## config.mk

```make
export PLATFORM = sky130hd
export DESIGN_NAME = pll_serial_port_config_regs
export DESIGN_NICKNAME = d
export VERILOG_FILES = /design/src/core/pll_cfg_pkg.sv /design/src/core/pll_serial_port_config_regs.sv
export SDC_FILE = /design/constraint.sdc
export NUM_CORES = 1
export LEC_CHECK = 0
export BUFFER_PORTS_ARGS = -buffer_cell sky130_fd_sc_hd__buf_4
export CORE_MARGIN = 2
export CORE_UTILIZATION = 60
export DETAILED_ROUTE_END_ITERATION = 8
export GPL_ROUTABILITY_DRIVEN = 0
export GPL_TIMING_DRIVEN = 0
export PLACE_DENSITY = 0.79
export SYNTH_ARGS = -nofsm -noshare
export SYNTH_HDL_FRONTEND = slang
export SYNTH_SLANG_ARGS = --single-unit
```

## constraint.sdc

```tcl
create_clock -name clk_in -period 6.86 [get_ports clk_in]
set_input_delay 0.343 -clock clk_in [delete_from_list [all_inputs] [get_ports clk_in]]
set_output_delay 0.343 -clock clk_in [all_outputs]
set_load 0.005 [all_outputs]
```

## src/core/pll_cfg_pkg.sv

```systemverilog
package pll_cfg_pkg;

	// Register map
	localparam int NUM_REGS = 9;
	localparam logic [12:0] ADDR_CFG = 13'h0000;
	localparam logic [12:0] ADDR_PRESCALE = 13'h0004;
	localparam logic [12:0] ADDR_FB_HIGH = 13'h0005;
	localparam logic [12:0] ADDR_FB_LOW = 13'h0006;
	localparam logic [12:0] ADDR_REF_LOSS = 13'h0007;
	localparam logic [12:0] ADDR_PUMP = 13'h0008;

	// Field positions
	localparam int CFG_LONG_BIT = 4;
	localparam int CFG_SOFT_BIT = 5;
	localparam int CFG_LSB_BIT = 6;
	localparam int CFG_3WIRE_BIT = 7;
	localparam int REF_EN_BIT = 2;
	localparam int LOCK_DLY_LSB = 5;
	localparam int PUMP_LSB = 0;

	// Writable bits; the rest read as zero
	localparam logic [7:0] MASK_CFG = 8'hF0;
	localparam logic [7:0] MASK_PRESCALE = 8'h3F;
	localparam logic [7:0] MASK_FB_HIGH = 8'h1F;
	localparam logic [7:0] MASK_FB_LOW = 8'hFF;
	localparam logic [7:0] MASK_REF_LOSS = 8'h64;
	localparam logic [7:0] MASK_PUMP = 8'h7F;

	// Values after reset
	localparam logic [7:0] RST_CFG = 8'h00;
	localparam logic [7:0] RST_PRESCALE = 8'h00;
	localparam logic [7:0] RST_FB_HIGH = 8'h00;
	localparam logic [7:0] RST_FB_LOW = 8'h00;
	localparam logic [7:0] RST_REF_LOSS = 8'h00;
	localparam logic [7:0] RST_PUMP = 8'h00;

	// Serial framing lengths
	localparam logic [4:0] LONG_INSTR_BITS = 5'h10;
	localparam logic [4:0] SHORT_INSTR_BITS = 5'h08;
	localparam logic [4:0] BYTE_BITS = 5'h08;

	// Lock cycles before monitoring starts
	localparam logic [4:0] LOCK_DLY_3 = 5'h03;
	localparam logic [4:0] LOCK_DLY_6 = 5'h06;
	localparam logic [4:0] LOCK_DLY_12 = 5'h0C;
	localparam logic [4:0] LOCK_DLY_24 = 5'h18;

	typedef enum logic [1:0] {ST_IDLE, ST_INSTR, ST_DATA} phase_t;

	typedef struct packed {
		logic three_wire;
		logic lsb_first;
		logic soft_reset;
		logic long_instr;
	} port_cfg_t;

	typedef struct packed {
		logic [5:0] prescaler;
		logic [12:0] feedback;
		logic ref_loss_en;
		logic [1:0] lock_delay;
		logic [1:0] pump_mode;
	} pll_settings_t;

	function automatic logic [7:0] reg_mask(input int idx);
		unique case (idx)
			0: reg_mask = MASK_CFG;
			4: reg_mask = MASK_PRESCALE;
			5: reg_mask = MASK_FB_HIGH;
			6: reg_mask = MASK_FB_LOW;
			7: reg_mask = MASK_REF_LOSS;
			8: reg_mask = MASK_PUMP;
			default: reg_mask = 8'h00;
		endcase
	endfunction

	function automatic logic [7:0] reg_reset(input int idx);
		unique case (idx)
			0: reg_reset = RST_CFG;
			4: reg_reset = RST_PRESCALE;
			5: reg_reset = RST_FB_HIGH;
			6: reg_reset = RST_FB_LOW;
			7: reg_reset = RST_REF_LOSS;
			8: reg_reset = RST_PUMP;
			default: reg_reset = 8'h00;
		endcase
	endfunction

	function automatic logic [4:0] lock_delay_count(input logic [1:0] code);
		unique case (code)
			2'h0: lock_delay_count = LOCK_DLY_3;
			2'h1: lock_delay_count = LOCK_DLY_6;
			2'h2: lock_delay_count = LOCK_DLY_12;
			2'h3: lock_delay_count = LOCK_DLY_24;
		endcase
	endfunction

endpackage

```

## src/core/pll_serial_port_config_regs.sv

```systemverilog
`timescale 1ns/1ps
module pll_serial_port_config_regs
	import pll_cfg_pkg::*;
(
	input wire logic clk_in,
	input wire logic nrst_in,
	input wire logic sclk_in,
	input wire logic cs_n_in,
	input wire logic sdio_in,
	output logic sdio_out,
	output logic sdio_oe_n_out,
	output logic serial_out_pin_out,
	output logic serial_out_pin_oe_n_out,
	input wire logic phase_detector_tick_in,
	input wire logic lock_detect_in,
	output logic reference_loss_monitor_out,
	output port_cfg_t port_cfg_out,
	output pll_settings_t settings_out
);

	// Pin synchronisers; stage 0 feeds stage 1 only
	logic [2:0] sclk_sync_ff, nxt_sclk_sync;
	logic [1:0] cs_sync_ff, nxt_cs_sync;
	logic [1:0] sdio_sync_ff, nxt_sdio_sync;
	logic sclk_rise, sclk_fall, cs_high, din;

	always_comb begin
		nxt_sclk_sync = {sclk_sync_ff[1:0], sclk_in};
		nxt_cs_sync = {cs_sync_ff[0], cs_n_in};
		nxt_sdio_sync = {sdio_sync_ff[0], sdio_in};
	end

	always_ff @(posedge clk_in) begin
		if (!nrst_in) begin
			sclk_sync_ff <= 3'h0;
			cs_sync_ff <= 2'h3;
			sdio_sync_ff <= 2'h0;
		end else begin
			sclk_sync_ff <= nxt_sclk_sync;
			cs_sync_ff <= nxt_cs_sync;
			sdio_sync_ff <= nxt_sdio_sync;
		end
	end

	// Edges seen on the synchronised copies only
	assign sclk_rise = sclk_sync_ff[1] & ~sclk_sync_ff[2];
	assign sclk_fall = ~sclk_sync_ff[1] & sclk_sync_ff[2];
	assign cs_high = cs_sync_ff[1];
	assign din = sdio_sync_ff[1];

	// Serial engine and register file state
	phase_t state_ff, nxt_state;
	logic [4:0] cnt_ff, nxt_cnt;
	logic [15:0] instr_ff, nxt_instr;
	logic rw_read_ff, nxt_rw_read;
	logic [12:0] addr_ff, nxt_addr;
	logic [7:0] rx_ff, nxt_rx;
	logic [7:0] tx_ff, nxt_tx;
	logic out_bit_ff, nxt_out_bit;
	logic sdio_oe_n_ff, nxt_sdio_oe_n;
	logic out_pin_oe_n_ff, nxt_out_pin_oe_n;
	logic [7:0] regs_ff [NUM_REGS];
	logic [7:0] nxt_regs [NUM_REGS];
	logic msb_first, long_instr, three_wire, soft_on, instr_done;
	logic byte_done, rd_active, wr_fire;
	logic [4:0] ilen;
	logic [3:0] ibit;
	logic [2:0] dbit;
	logic [12:0] wr_addr;
	logic [7:0] wr_data;

	// Unmapped and reserved addresses read as zero
	function automatic logic [7:0] read_reg(input logic [12:0] a);
		read_reg = (a < 13'(NUM_REGS)) ? regs_ff[a[3:0]] : 8'h00;
	endfunction

	// Port settings act straight from the stored bits
	assign msb_first = ~regs_ff[0][CFG_LSB_BIT];
	assign long_instr = regs_ff[0][CFG_LONG_BIT];
	assign three_wire = regs_ff[0][CFG_3WIRE_BIT];
	assign soft_on = regs_ff[0][CFG_SOFT_BIT];
	assign ilen = long_instr ? LONG_INSTR_BITS : SHORT_INSTR_BITS;
	assign ibit = msb_first ? 4'(ilen - 5'h01 - cnt_ff) : cnt_ff[3:0];
	assign dbit = msb_first ? 3'(5'h07 - cnt_ff) : cnt_ff[2:0];

	// Frame decode, shifting, streaming address and writes
	always_comb begin
		nxt_state = state_ff;
		nxt_cnt = cnt_ff;
		nxt_instr = instr_ff;
		nxt_rw_read = rw_read_ff;
		nxt_addr = addr_ff;
		nxt_rx = rx_ff;
		nxt_tx = tx_ff;
		nxt_out_bit = out_bit_ff;
		instr_done = 1'b0;
		byte_done = 1'b0;
		wr_fire = 1'b0;
		wr_addr = addr_ff;
		wr_data = 8'h00;
		if (cs_high) begin
			nxt_state = ST_IDLE;
			nxt_cnt = 5'h00;
			nxt_instr = 16'h0000;
			nxt_rw_read = 1'b0;
		end else begin
			unique case (state_ff)
				ST_IDLE, ST_INSTR: begin
					nxt_state = ST_INSTR;
					if (sclk_rise) begin
						nxt_instr[ibit] = din;
						if (cnt_ff == ilen - 5'h01) begin
							instr_done = 1'b1;
							nxt_cnt = 5'h00;
							nxt_state = ST_DATA;
							if (long_instr) begin
								nxt_rw_read = nxt_instr[15];
								nxt_addr = nxt_instr[12:0];
							end else begin
								nxt_rw_read = nxt_instr[7];
								nxt_addr = {8'h00, nxt_instr[4:0]};
							end
							nxt_tx = read_reg(nxt_addr);
						end else begin
							nxt_cnt = cnt_ff + 5'h01;
						end
					end
				end
				ST_DATA: begin
					if (sclk_rise) begin
						nxt_rx[dbit] = din;
						if (cnt_ff == BYTE_BITS - 5'h01) begin
							byte_done = 1'b1;
							wr_fire = ~rw_read_ff;
							wr_data = nxt_rx;
							nxt_cnt = 5'h00;
							// Address walks down MSB first, up LSB first
							nxt_addr = msb_first ? addr_ff - 13'h0001 :
								addr_ff + 13'h0001;
							nxt_tx = read_reg(nxt_addr);
						end else begin
							nxt_cnt = cnt_ff + 5'h01;
						end
					end
					// Read data changes on the falling clock edge
					if (sclk_fall && rw_read_ff) begin
						nxt_out_bit = tx_ff[dbit];
					end
				end
			endcase
		end
		// Only one pin drives, chosen by the three-wire bit
		rd_active = (nxt_state == ST_DATA) && nxt_rw_read;
		nxt_sdio_oe_n = ~(rd_active & three_wire);
		nxt_out_pin_oe_n = ~(rd_active & ~three_wire);
		// Register 00 lands next cycle; no update strobe waits for it
		for (int i = 0; i < NUM_REGS; i++) begin
			nxt_regs[i] = regs_ff[i];
			if (wr_fire && wr_addr == 13'(i)) begin
				nxt_regs[i] = wr_data & reg_mask(i);
			end
			// Held at defaults until software writes the bit low again
			if (i != 0 && nxt_regs[0][CFG_SOFT_BIT]) begin
				nxt_regs[i] = reg_reset(i);
			end
		end
	end

	always_ff @(posedge clk_in) begin
		if (!nrst_in) begin
			state_ff <= ST_IDLE;
			cnt_ff <= 5'h00;
			instr_ff <= 16'h0000;
			rw_read_ff <= 1'b0;
			addr_ff <= 13'h0000;
			rx_ff <= 8'h00;
			tx_ff <= 8'h00;
			out_bit_ff <= 1'b0;
			sdio_oe_n_ff <= 1'b1;
			out_pin_oe_n_ff <= 1'b1;
			for (int i = 0; i < NUM_REGS; i++) begin
				regs_ff[i] <= reg_reset(i);
			end
		end else begin
			state_ff <= nxt_state;
			cnt_ff <= nxt_cnt;
			instr_ff <= nxt_instr;
			rw_read_ff <= nxt_rw_read;
			addr_ff <= nxt_addr;
			rx_ff <= nxt_rx;
			tx_ff <= nxt_tx;
			out_bit_ff <= nxt_out_bit;
			sdio_oe_n_ff <= nxt_sdio_oe_n;
			out_pin_oe_n_ff <= nxt_out_pin_oe_n;
			for (int i = 0; i < NUM_REGS; i++) begin
				regs_ff[i] <= nxt_regs[i];
			end
		end
	end

	// Initial-lock qualifier for the reference loss monitor
	logic [4:0] lock_cnt_ff, nxt_lock_cnt;
	logic mon_ff, nxt_mon;
	logic [4:0] lock_thr;
	logic ref_en;

	assign ref_en = regs_ff[ADDR_REF_LOSS[3:0]][REF_EN_BIT];
	assign lock_thr = lock_delay_count(
		regs_ff[ADDR_REF_LOSS[3:0]][LOCK_DLY_LSB +: 2]);

	// Lock must hold across consecutive ticks; a drop restarts the count
	always_comb begin
		nxt_lock_cnt = lock_cnt_ff;
		nxt_mon = mon_ff;
		if (!ref_en || soft_on) begin
			nxt_lock_cnt = 5'h00;
			nxt_mon = 1'b0;
		end else if (!mon_ff) begin
			if (!lock_detect_in) begin
				nxt_lock_cnt = 5'h00;
			end else if (phase_detector_tick_in) begin
				if (lock_cnt_ff == lock_thr - 5'h01) begin
					nxt_mon = 1'b1;
					nxt_lock_cnt = 5'h00;
				end else begin
					nxt_lock_cnt = lock_cnt_ff + 5'h01;
				end
			end
		end
	end

	always_ff @(posedge clk_in) begin
		if (!nrst_in) begin
			lock_cnt_ff <= 5'h00;
			mon_ff <= 1'b0;
		end else begin
			lock_cnt_ff <= nxt_lock_cnt;
			mon_ff <= nxt_mon;
		end
	end

	// Outputs, all taken from flip-flops
	assign sdio_out = out_bit_ff;
	assign serial_out_pin_out = out_bit_ff;
	assign sdio_oe_n_out = sdio_oe_n_ff;
	assign serial_out_pin_oe_n_out = out_pin_oe_n_ff;
	assign reference_loss_monitor_out = mon_ff;
	assign port_cfg_out = '{three_wire: three_wire,
		lsb_first: regs_ff[0][CFG_LSB_BIT], soft_reset: soft_on,
		long_instr: long_instr};
	assign settings_out.prescaler = regs_ff[ADDR_PRESCALE[3:0]][5:0];
	assign settings_out.feedback = {regs_ff[ADDR_FB_HIGH[3:0]][4:0],
		regs_ff[ADDR_FB_LOW[3:0]]};
	assign settings_out.ref_loss_en = ref_en;
	assign settings_out.lock_delay =
		regs_ff[ADDR_REF_LOSS[3:0]][LOCK_DLY_LSB +: 2];
	assign settings_out.pump_mode = regs_ff[ADDR_PUMP[3:0]][PUMP_LSB +: 2];
endmodule

```

==> flow_summary.ini <==
[worst_setup_path]
rrSetupSlack_ns = 2.97
critPathMaxFanout = 10
startpoint_type = flip-flop
cp.required_ns = 7.15
arrival_ns = 4.18
reg2reg_to = addr_ff[12]
reg2regPathDepth = 9
timing.rr.start = cnt_ff[1]
crit_type = flip-flop to flip-flop
end_kind = flip-flop

[logic_synthesis]
synthArstFlopShare = 0
synth_flop_cell = dfxtp_1
synth_area_mm2 = 0.006051
synthCells = 682
seq_area_frac_synth = 0.3854
ys_types = 89
syn_nets = 695
synth-seq-cells = 100
synth_edf_count = 33
syn_avg_cell_area_um2 = 8.872
yosys_warnings = 0

[floorplanning]
start_util = 0.6190
num_rows = 36
ioPinCount = 40
dieArea_mm2 = 0.01090
die_w_um = 104.4
dieHeight_um = 104.4
core_mm2 = 0.009774

[outcome]
status = finished, final reports clean

[clock_tree]
htreeDepth = 3
cts_hold_buf = 0
cts_buffers = 9
ctsLongestPathBuffers = 2
clk_pin_slew_ns = 0.10
cts_resized = 0
cts_setup_buffers = 0
cts.sinks = 100
cts_root_buffer = clkbuf_8
insertion_delay_ns = 0.40
cts_tree = yes

[global_routing]
grtUsageTotal = 0.3233
grt_max_degree = 17
grt_pass1_vias = 5361
antenna_found_initial = 0
gr-total-overflow = 0
grt_pass1_wl_mm = 28.06

[timing]
layout_min_cycle_time_ns = 3.887
fin_crit_sh = 0.5667
rsz0062_at_grt = false
skew_ns = 0.02057
hold_viol = 0
tns_ns = 0
timing.fmax_ghz = 0.2573
worst_pin_slew_ns = 1.202
finalMaxSlewViolations = 0
setup_viol = 0
slew_headroom = 0.1927

[final_layout]
final_common_cell = nand2_1
final_util = 0.6883
mostFrequentLayoutCells = nand2_1, dfxtp_1, nor2_1, buf_4, a21oi_1
diodes = 0
syn2layout_area_growth_pct = 11.19
nNetsFinal = 745
drive_above_1_share = 0.1533

[drt]
first_pass_iters = 6
drc_errors = 0
wirelength_mm = 17.42
wl_per_cell_um = 20.02
vias = 5702
ant_nets = 0
via_per_inst = 6.554
drt_iter0_markers = 645

[worst_hold_path]
hold_class = primary input to flip-flop
hold-path-cell-count = 2
hold_end = cs_sync_ff[0]
min-delay-start = cs_n_in

[placement]
io_buffers = 39
dp_hpwl_mm = 12.79

[power_and_ir_drop]
ir_drop_mv = 0.1792
finalPower_mw = 1.142
leakage_nw = 2.519
power_density_mw_per_mm2 = 169.7

[run]
max-cap-violations = 0
layout make-up:
| type | count | area (µm²) |
|---|---|---|
| plain buffers | 50 | 260.3 |
| well taps | 133 | 166.4 |
| repair buffers | 39 | 292.8 |
| flip-flops and latches | 100 | 2332 |
| clock buffers | 9 | 123.9 |
| multi-input cells | 521 | 3422 |
| inverters | 11 | 41.29 |
| fillers | 817 | 3047 |
| clock inverters | 7 | 88.84 |
how the worst max path moves through the flow:
stage | start | to | slack, ns | cells after the start
floorplan | addr_ff[0] | tx_ff[4] | 3.91 | 12
global placement | addr_ff[0] | tx_ff[4] | 3.38 | 12
detailed placement | addr_ff[0] | regs_ff[6][4] | 3.24 | 11
CTS | addr_ff[0] | regs_ff[6][4] | 3.22 | 11
global route | cnt_ff[1] | addr_ff[12] | 2.84 | 9
finish | cnt_ff[1] | addr_ff[12] | 2.97 | 9
cell families after synthesis:
group / Yosys count / synth area share
simple gates: 274 / 0.2314
compound gates: 184 / 0.2221
flops: 100 / 0.3854
buf+inv: 61 / 0.04983
mux: 32 / 0.05790
xor+xnor: 24 / 0.04033
fa+ha+maj: 6 / 0.01241
other cells: 1 / 0.0006198
routing by layer:
layer,track usage,share of wire,up-vias
met2,0.5098,0.46,321
met5,0,0,-
li1,-,-,2615
met1,0.4352,0.41,2713
met4,0.09846,0.023,0
met3,0.08521,0.11,53
metrics by stage:
| step | std cells | setup WS [ns] | hold WS (ns) | cell area (µm²) |
|---|---|---|---|---|
| floorplan | 682 | 3.915 | 0.3863 | 6051 |
| global placement | 854 | 3.380 | 0.4011 | 6510 |
| detailed placement | 854 | 3.240 | 0.4090 | 6510 |
| CTS | 870 | 3.221 | 0.1323 | 6723 |
| global route | 870 | 2.837 | 0.1350 | 6728 |
| finish | 870 | 2.973 | 0.1336 | 6728 |
registers in the layout, indices dropped and copies added (netlist names):
signal and flops:
regs_ff 33, instr_ff 14, addr_ff 13, rx_ff 8
tx_ff 8, cnt_ff 5, lock_cnt_ff 5, sclk_sync_ff 3
cs_sync_ff 2, sdio_sync_ff 2, state_ff 2, reference_loss_monitor_out 1
rw_read_ff 1, sdio_oe_n_out 1, sdio_out 1, serial_out_pin_oe_n_out 1
cell usage after synthesis (10+ instances only):
master    count  area [µm²]
a21oi_1      35       175.2
a22oi_1      11       82.58
buf_2        13       65.06
clkbuf_1     25       93.84
dfxtp_1      67        1341
edfxtp_1     33       991.0
inv_1        10       37.54
mux2i_1      26       260.3
nand2_1      87       326.6
nand2b_1     13       81.33
nand3_1      26       130.1
nand4_1      10       62.56
nor2_1       55       206.5
nor3_1       24       120.1
o21ai_0      31       155.2
o22ai_1      13       81.33
xor2_1       12       105.1
report_power, final:
| group | leakage, nW | switching, mW | internal, mW | total [mW] |
|---|---|---|---|---|
| registers | 0.899 | 0.0116 | 0.622 | 0.633 |
| logic | 1.51 | 0.0512 | 0.0347 | 0.0859 |
| clock network | 0.107 | 0.218 | 0.205 | 0.423 |
| total | 2.52 | 0.281 | 0.861 | 1.14 |
critical path, cell delays in order, from the launching register on:
cell      delay (ns)
dfxtp_1         0.45
ha_1            0.24
nand2_1         0.11
nor3_1          0.60
a21oi_1         0.14
nor3_1          0.94
clkbuf_1        0.51
buf_1           0.50
nand3_1         0.14
o211a_1         0.15
No activity file was read; power rests on OpenSTA's default activity.
